### src/core/async_serial_pkg.sv
// Constants and carrier types shared by the asynchronous serial receiver
package async_serial_pkg;
	// ====================================================================
	// Clock and bit rate
	localparam int unsigned CLK_HZ = 25_000_000;
	localparam int unsigned OVERSAMPLE = 16;
	localparam logic [11:0] RELOAD_600 = 12'((CLK_HZ + 600 * 8) / (600 * OVERSAMPLE) - 1);
	localparam logic [11:0] RELOAD_1200 = 12'((CLK_HZ + 1200 * 8) / (1200 * OVERSAMPLE) - 1);
	localparam logic [11:0] RELOAD_2400 = 12'((CLK_HZ + 2400 * 8) / (2400 * OVERSAMPLE) - 1);
	localparam logic [11:0] RELOAD_4800 = 12'((CLK_HZ + 4800 * 8) / (4800 * OVERSAMPLE) - 1);
	localparam logic [11:0] RELOAD_9600 = 12'((CLK_HZ + 9600 * 8) / (9600 * OVERSAMPLE) - 1);
	localparam logic [11:0] RELOAD_19200 = 12'((CLK_HZ + 19200 * 8) / (19200 * OVERSAMPLE) - 1);
	localparam logic [11:0] RELOAD_38400 = 12'((CLK_HZ + 38400 * 8) / (38400 * OVERSAMPLE) - 1);

	// ====================================================================
	// Register offsets
	localparam logic [7:0] PIN_FN_ADDR = 8'h10;
	localparam logic [7:0] HOLD_ADDR = 8'h12;
	localparam logic [7:0] STATUS_ADDR = 8'h13;
	localparam logic [7:0] FRAME_CFG_ADDR = 8'h14;
	localparam logic [7:0] FRAME_CFG_RESET = 8'h00;
	localparam logic [3:0] PIN_FN_RESET = 4'h0;

	// ====================================================================
	// Field positions
	localparam int RX_ON_BIT = 1;
	localparam int LAYOUT_LSB = 2;
	localparam int PARITY_SEL_BIT = 4;
	localparam int RATE_LSB = 5;
	localparam int TX_PIN_SELECT = 3;
	localparam int ST_FULL = 0;
	localparam int ST_LOST = 1;
	localparam int ST_NOISE = 2;
	localparam int ST_FRAMING = 3;
	localparam int ST_BREAK = 4;
	localparam int ST_NINTH = 5;

	// ====================================================================
	// Sample and bit counts
	localparam logic [3:0] VOTE_FIRST = 4'h7;
	localparam logic [3:0] VOTE_MID = 4'h8;
	localparam logic [3:0] VOTE_LAST = 4'h9;
	localparam logic [3:0] STOP_IDX_SHORT = 4'h8;
	localparam logic [3:0] STOP_IDX_LONG = 4'h9;
	localparam logic [3:0] BREAK_BITS = 4'hA;
	localparam logic [1:0] BUF_DEPTH = 2'h2;

	// ====================================================================
	// Types
	typedef enum logic [1:0] {
		LAYOUT_8N1 = 2'b00,
		LAYOUT_8N2 = 2'b01,
		LAYOUT_8P1 = 2'b10,
		LAYOUT_9N1 = 2'b11
	} layout_t;

	typedef enum logic [1:0] {
		RX_IDLE = 2'b00,
		RX_START = 2'b01,
		RX_BITS = 2'b10
	} rx_state_t;

	typedef struct packed {
		logic framing;
		logic noise;
		logic [8:0] data;
	} char_t;

	typedef struct packed {
		logic [11:0] baudCnt;
		rx_state_t rxState;
		logic [2:0] history;
		logic [3:0] sampleCnt;
		logic [1:0] votes;
		logic [3:0] bitCnt;
		logic [9:0] shiftReg;
		logic noiseAcc;
		logic [3:0] lowRun;
		char_t [1:0] fifo;
		logic wrPtr;
		logic rdPtr;
		logic [1:0] fifoCount;
		char_t hold;
		logic holdFull;
		logic lostWord;
		logic breakFlag;
		logic breakIrq;
		logic [7:0] frameCfg;
		logic [3:0] pinFn;
		logic [7:0] rdData;
		logic serialOut;
	} state_t;

	// Reload value of the oversample divider; zero for the unused code
	function automatic logic [11:0] rate_reload(input logic [2:0] sel);
		case (sel)
			3'h0: return RELOAD_600;
			3'h1: return RELOAD_1200;
			3'h2: return RELOAD_2400;
			3'h3: return RELOAD_4800;
			3'h4: return RELOAD_9600;
			3'h5: return RELOAD_19200;
			3'h6: return RELOAD_38400;
			default: return 12'h000;
		endcase
	endfunction
endpackage

### src/core/async_serial_receiver.sv
// Receive path of the asynchronous serial port with holding buffer and pin routing
//
// Summary of operation
// - Frame: start, 8 or 9 data, stop
// - Bit rates up to 38400 selectable
// - Receiver runs only while enable bit set
// - Serial input sampled at sixteen times rate
// - Start: low sample after three highs
// - Layout field selects acquisition sequence
// - Parity select bit picks odd or even
// - Stop moves character into two-entry buffer, then into holding buffer when empty
// - Transfer sets receive-full flag
// - Reading holding buffer clears full flag
// - New character while holding and both buffer entries are full sets overrun
// - Overrun keeps unread holding contents
// - Pin bit routes transmit output pin
// - Layout codes: 8N1, 8N2, 8P1, 9N1
// - Three-sample majority, disagreement sets noise
// - Bad parity or stop sets framing
// - Ten low bits flag break, interrupt
//
// Decided for this implementation: the strobed register port and the register addresses.
`timescale 1ns/100ps
`default_nettype none

module async_serial_receiver
(
	// Clock and reset
	input wire logic ref_clk,
	input wire logic resetn,
	// Register port
	input wire logic [7:0] regAddr,
	input wire logic [7:0] regWrData,
	input wire logic regWrStrobe,
	input wire logic regRdStrobe,
	output logic [7:0] regRdData,
	// Serial pins
	input wire logic serialInPin,
	input wire logic txSerial,
	input wire logic portCOut,
	output logic serialOutPin,
	// Status
	output logic rxFullFlag,
	output logic breakIrq
);
	// ====================================================================
	// State
	async_serial_pkg::state_t st;
	async_serial_pkg::state_t next_st;
	async_serial_pkg::layout_t layout;
	async_serial_pkg::char_t doneChar;
	logic tick;
	logic vote;
	logic noisy;
	logic doneValid;
	logic bitDecided;
	logic fifoReady;
	logic [3:0] stopIdx;
	logic parityBad;

	// Outputs come straight from the state register
	assign regRdData = st.rdData;
	assign serialOutPin = st.serialOut;
	assign rxFullFlag = st.holdFull;
	assign breakIrq = st.breakIrq;

	// ====================================================================
	// Next-state logic
	always_comb
	begin
		next_st = st;
		layout = async_serial_pkg::layout_t'(st.frameCfg[async_serial_pkg::LAYOUT_LSB +: 2]);
		tick = 1'b0;
		doneValid = 1'b0;
		bitDecided = 1'b0;
		doneChar = '0;
		next_st.breakIrq = 1'b0;
		fifoReady = (st.fifoCount != async_serial_pkg::BUF_DEPTH);
		// Majority of samples 8, 9 and 10 of the bit
		vote = (st.votes[0] & st.votes[1]) | (st.votes[0] & serialInPin)
			| (st.votes[1] & serialInPin);
		noisy = (st.votes[0] != st.votes[1]) || (st.votes[1] != serialInPin);
		// Stop bit position: one extra bit for 8N2, 8P1 and 9N1
		stopIdx = (layout == async_serial_pkg::LAYOUT_8N1)
			? async_serial_pkg::STOP_IDX_SHORT : async_serial_pkg::STOP_IDX_LONG;
		// Odd sense wants an odd count of ones over data and parity
		parityBad = (^st.shiftReg[8:0]) == st.frameCfg[async_serial_pkg::PARITY_SEL_BIT];

		// Oversample divider; the unused rate code gives no ticks at all
		if (st.baudCnt == 12'h000)
		begin
			next_st.baudCnt = async_serial_pkg::rate_reload(
				st.frameCfg[async_serial_pkg::RATE_LSB +: 3]);
			tick = (st.frameCfg[async_serial_pkg::RATE_LSB +: 3] != 3'h7);
		end
		else
		begin
			next_st.baudCnt = st.baudCnt - 12'h001;
		end

		// Receiver sequencer, held idle while disabled
		if (!st.frameCfg[async_serial_pkg::RX_ON_BIT])
		begin
			next_st.rxState = async_serial_pkg::RX_IDLE;
			next_st.history = 3'h0;
		end
		else if (tick)
		begin
			next_st.history = {st.history[1:0], serialInPin};
			next_st.sampleCnt = st.sampleCnt + 4'h1;
			if (st.sampleCnt == async_serial_pkg::VOTE_FIRST)
			begin
				next_st.votes[0] = serialInPin;
			end
			if (st.sampleCnt == async_serial_pkg::VOTE_MID)
			begin
				next_st.votes[1] = serialInPin;
			end
			case (st.rxState)
				async_serial_pkg::RX_IDLE:
				begin
					if (st.history == 3'h7 && !serialInPin)
					begin
						next_st.rxState = async_serial_pkg::RX_START;
						next_st.sampleCnt = 4'h1;
						next_st.bitCnt = 4'h0;
					end
				end
				async_serial_pkg::RX_START:
				begin
					if (st.sampleCnt == async_serial_pkg::VOTE_LAST)
					begin
						// A start that votes high was a glitch, not a frame
						next_st.rxState = vote ? async_serial_pkg::RX_IDLE
							: async_serial_pkg::RX_BITS;
						next_st.noiseAcc = noisy;
						next_st.lowRun = 4'h1;
					end
				end
				async_serial_pkg::RX_BITS:
				begin
					if (st.sampleCnt == async_serial_pkg::VOTE_LAST)
					begin
						bitDecided = 1'b1;
						next_st.bitCnt = st.bitCnt + 4'h1;
						next_st.shiftReg[st.bitCnt] = vote;
						next_st.noiseAcc = st.noiseAcc | noisy;
						next_st.lowRun = vote ? 4'h0 : st.lowRun + 4'h1;
						if (!vote && st.lowRun == async_serial_pkg::BREAK_BITS - 4'h1)
						begin
							next_st.breakFlag = 1'b1;
							next_st.breakIrq = 1'b1;
						end
						if (st.bitCnt == stopIdx)
						begin
							doneValid = 1'b1;
							doneChar.data = {(layout == async_serial_pkg::LAYOUT_9N1)
								& st.shiftReg[8], st.shiftReg[7:0]};
							doneChar.noise = st.noiseAcc | noisy;
							doneChar.framing = !vote
								| ((layout == async_serial_pkg::LAYOUT_8N2) & !st.shiftReg[8])
								| ((layout == async_serial_pkg::LAYOUT_8P1) & parityBad);
							next_st.rxState = async_serial_pkg::RX_IDLE;
						end
					end
				end
				default:
				begin
					next_st.rxState = async_serial_pkg::RX_IDLE;
				end
			endcase
		end

		// Status reads clear sticky flags first, so a same-cycle event still lands
		if (regRdStrobe && regAddr == async_serial_pkg::STATUS_ADDR)
		begin
			next_st.lostWord = 1'b0;
			if (!next_st.breakIrq)
			begin
				next_st.breakFlag = 1'b0;
			end
		end

		// Two-entry buffer; when it is full the finished character is dropped
		if (doneValid)
		begin
			if (fifoReady)
			begin
				next_st.fifo[st.wrPtr] = doneChar;
				next_st.wrPtr = ~st.wrPtr;
			end
			else
			begin
				next_st.lostWord = 1'b1;
			end
		end

		// Drain into the holding buffer only while it is empty
		if (st.fifoCount != 2'h0 && !st.holdFull)
		begin
			next_st.hold = st.fifo[st.rdPtr];
			next_st.holdFull = 1'b1;
			next_st.rdPtr = ~st.rdPtr;
		end
		next_st.fifoCount = st.fifoCount + {1'b0, doneValid & fifoReady}
			- {1'b0, st.fifoCount != 2'h0 && !st.holdFull};

		// Register reads: data stands in the following cycle only
		next_st.rdData = 8'h00;
		if (regRdStrobe)
		begin
			case (regAddr)
				async_serial_pkg::PIN_FN_ADDR: next_st.rdData = {4'h0, st.pinFn};
				async_serial_pkg::HOLD_ADDR:
				begin
					next_st.rdData = st.hold.data[7:0];
					// Reading an empty buffer must not cancel a load in the same cycle
					if (st.holdFull)
					begin
						next_st.holdFull = 1'b0;
					end
				end
				async_serial_pkg::STATUS_ADDR:
				begin
					next_st.rdData = {2'h0, st.hold.data[8], st.breakFlag, st.hold.framing,
						st.hold.noise, st.lostWord, st.holdFull};
				end
				async_serial_pkg::FRAME_CFG_ADDR: next_st.rdData = st.frameCfg;
				default: next_st.rdData = 8'h00;
			endcase
		end

		// Register writes; the holding and status registers are read-only
		if (regWrStrobe)
		begin
			case (regAddr)
				async_serial_pkg::PIN_FN_ADDR: next_st.pinFn = regWrData[3:0];
				async_serial_pkg::FRAME_CFG_ADDR: next_st.frameCfg = regWrData;
				default: next_st.pinFn = st.pinFn;
			endcase
		end

		// Pin routing is registered, adding one cycle to the transmit path
		next_st.serialOut = st.pinFn[async_serial_pkg::TX_PIN_SELECT]
			? portCOut : txSerial;
	end

	// ====================================================================
	// State register
	always_ff @(posedge ref_clk or negedge resetn)
	begin
		if (!resetn)
		begin
			st <= '0;
			st.frameCfg <= async_serial_pkg::FRAME_CFG_RESET;
			st.pinFn <= async_serial_pkg::PIN_FN_RESET;
			st.serialOut <= 1'b1;
		end
		else
		begin
			st <= next_st;
		end
	end
endmodule

`default_nettype wire

### config.mk
export PLATFORM = sky130hd
export DESIGN_NAME = async_serial_receiver
export DESIGN_NICKNAME = d
export VERILOG_FILES = /design/src/core/async_serial_pkg.sv /design/src/core/async_serial_receiver.sv
export SDC_FILE = /design/constraint.sdc
export NUM_CORES = 1
export LEC_CHECK = 0
export ABC_CLOCK_PERIOD_IN_PS = 2200
export BUFFER_PORTS_ARGS = -buffer_cell sky130_fd_sc_hd__buf_2
export CAP_MARGIN = 20
export CORE_ASPECT_RATIO = 1.2
export CORE_MARGIN = 8
export CORE_UTILIZATION = 40
export DETAILED_ROUTE_END_ITERATION = 8
export PLACE_DENSITY_LB_ADDON = 0.3
export SLEW_MARGIN = 25
export SYNTH_ARGS = -nofsm -noshare
export SYNTH_HDL_FRONTEND = slang
export SYNTH_SLANG_ARGS = --single-unit
### constraint.sdc
create_clock -name ref_clk -period 2.2 [get_ports ref_clk]
set_input_delay 0.66 -clock ref_clk [delete_from_list [all_inputs] [get_ports ref_clk]]
set_output_delay 0.66 -clock ref_clk [all_outputs]
set_load 0.01 [all_outputs]
==> impl_metrics.py <==
metrics = {
    "cts": {
        "clock_latency_ns": 0.35,
        "cts_tree": "yes",
        "cts_buffers": 9,
        "post_cts_buffers": 0,
        "cts_htree_levels": 3,
        "cts_buffer_depth": 2,
        "clkTransAtPathRegs_ns": 0.07,
        "ctsHoldBuffers": 0,
        "numClockSinks": 103,
        "cts_resized": 0,
        "cts_root_buf": "clkbuf_16",
    },
    "synth": {
        "synthArstFlopShare_pct": 100,
        "synth_top_cell_by_area": "dfrtp_1",
        "syn_area_per_cell_um2": 11.0,
        "synth.area.top_cells": "dfrtp_1, mux2_2, nand2_1, ha_1, o21ai_0",
        "synth_nets": 508,
        "synth_seq_area_share_pct": 49.7,
        "syn_area_mm2": 0.00518,
        "ys_seq_elements": 103,
        "synth_ff_type": "dfrtp_1",
        "synth_top_area_share_pct": 49.2,
        "synthCells": 472,
        "synth.distinct_cells": 60,
        "synth_edf_count": 0,
        "yosysWarnings": 0,
    },
    "floorplanning": {
        "num_rows": 45,
        "die_height_um": 141,
        "start_util_pct": 40.9,
        "io_pins": 34,
        "die_w_um": 120,
        "core_mm2": 0.0127,
        "die_area_mm2": 0.0169,
    },
    "final_layout": {
        "fin_nets": 559,
        "final_common_cell": "dfrtp_1",
        "drive_gt1_share_pct": 27.7,
        "diodes": 0,
        "final_core_util_pct": 47.6,
        "layout.cells.non_filler": 692,
        "final_cell_mix": "dfrtp_1, nand2_1, mux2_2",
        "num-fill-cells": 1131,
        "areaGrowthSynthToFinish_pct": 16.4,
    },
    "placement": {
        "port_buffers": 33,
        "dpl.cell_count": 676,
        "gp_congestion": 0.823,
        "hpwl_um": 8690,
    },
    "worst_setup_path": {
        "endpoint_kind": "flip-flop",
        "crit_arrival_ns": 2.36,
        "cp_max_fo": 10,
        "worstSetupPathType": "reg2reg",
        "start_kind": "flip-flop",
        "critical_path_required_ns": 2.43,
        "r2r_cells": 8,
    },
    "flow_run": {
        "maxCapViolCount": 0,
    },
    "power_and_ir_drop": {
        "switchingPower_w": 0.00106,
        "p_leak_nw": 2.69,
        "switching_share_pct": 25.3,
        "p_int_w": 0.00314,
        "seq_power_share_pct": 50.8,
        "p_clk_share_pct": 39.9,
        "irDropWorstVdd_mv": 0.359,
        "power_w": 0.00420,
        "p_per_area_mw_per_mm2": 696,
        "pwr-share-comb_pct": 9.4,
    },
    "detailed_routing": {
        "drt_iter0_markers": 263,
        "first_pass_iters": 4,
        "wirelength_um": 11600,
        "wl_per_cell_um": 16.8,
        "drc_errors": 0,
        "via_count": 3729,
        "avgViaCountPerCell": 5.39,
        "drt.antenna.violating_nets": 0,
    },
    "timing": {
        "fmax_mhz": 469,
        "rsz0062_at_grt": "true",
        "setup_viol": 0,
        "slew_headroom_pct": 54.9,
        "hold_viol_final": 0,
        "drv_slew": 0,
        "clock_skew_ns": 0.00867,
        "worst_pin_slew_ns": 0.677,
        "finalCritPeriodShare_pct": 96.8,
        "period_needed_ns": 2.13,
    },
    "global_route": {
        "grt_first_pass_wirelength_um": 19500,
        "grt_pass1_vias": 3859,
        "antenna_found_initial": 0,
        "grt_start_max_net_pins": 37,
        "grt-ovfl-total": 0,
        "grt_usage_pct": 14.3,
    },
    "status": {
        "status": "finished, final reports clean",
    },
    "hold_path": {
        "hp-class": "in2async",
    },
}
[final cells by class]
cell class | instances | area, um^2 | area share (%)
tap | 164 | 205 | 3.40
multi-input combinational | 333 | 2460 | 40.8
inverter | 12 | 45.0 | 0.746
clock inverter | 5 | 63.8 | 1.06
clock buffer | 11 | 253 | 4.19
sequential | 103 | 2580 | 42.7
timing repair buffer | 64 | 425 | 7.05
[stage by stage]
stage / hold WS, ns / setup WS (ns) / setup TNS [ns] / cell area (um^2)
after global routing: 0.292 / -0.0575 / -0.608 / 6030
after detailed placement: 0.468 / 0.0163 / 0 / 5700
after floorplan: 0.364 / 0.0957 / 0 / 5180
final: 0.262 / 0.0693 / 0 / 6030
after CTS: 0.274 / 0.00177 / 0 / 6010
after global placement: 0.454 / 0.0854 / 0 / 5700
[path summary, 6_finish.rpt]
check	endpoint	slack (ns)	from
hold / removal	st[22]	0.26	resetn
setup / recovery	st[42]	0.07	st[92]
min in group ref_clk	st[92]	0.49	st[92]
hold reg to reg	st[92]	0.49	st[92]
max in group asynchronous	st[91]	1.21	resetn
setup reg to reg	st[42]	0.07	st[92]
[routing by layer]
layer  GRT usage, %  wire (um)
met1           17.0       4930
met4           7.25        342
met3           2.92        453
met5              0          0
met2           23.9       5900
[power groups by stage]
stage	Clock, W	Combinational (W)	Sequential [W]
2_1_floorplan	0	0.000229	0.00214
3_3_place_gp	0	0.000383	0.00216
3_5_place_dp	0	0.000393	0.00216
4_1_cts	0.00170	0.000397	0.00213
5_1_grt	0.00178	0.000439	0.00215
6_report	0.00168	0.000393	0.00213
[synthesized netlist by cell type, drive strengths merged, types with 8 or more instances]
library cell    n
dfrtp         102
nand2          47
mux2           46
o21ai          32
nor2           24
a21oi          18
nand3          16
xnor2          16
ha             13
mux2i          13
buf            12
clkbuf         12
inv            12
nor3           10
nand2b          8
[flip-flops by register name (all words and copies together), names as in the netlist]
name and flops:
st 90, layout 2, rxFullFlag 1, breakIrq 1, regRdData 8, serialOutPin 1
[worst max-delay path, stage by stage (launching register included)]
cell and delay (ns):
dfrtp_1 0.40, inv_1 0.06, ha_1 0.18, and2b_2 0.23, nand4_4 0.12, nor4_2 0.31
and2_1 0.23, buf_12 0.15, mux2_2 0.33
[kinds of logic after synthesis]
family / after synthesis / share of synthesized area, %
buffers and inverters: 36 / 3.23
AO/OA/AOI/OAI: 87 / 10.7
AND/OR/NAND/NOR: 154 / 17.0
adder cells (fa/ha/maj): 13 / 3.14
XOR/XNOR: 20 / 3.64
flip-flops: 103 / 49.7
multiplexers: 59 / 12.5
(Power assumes the default switching activity.)
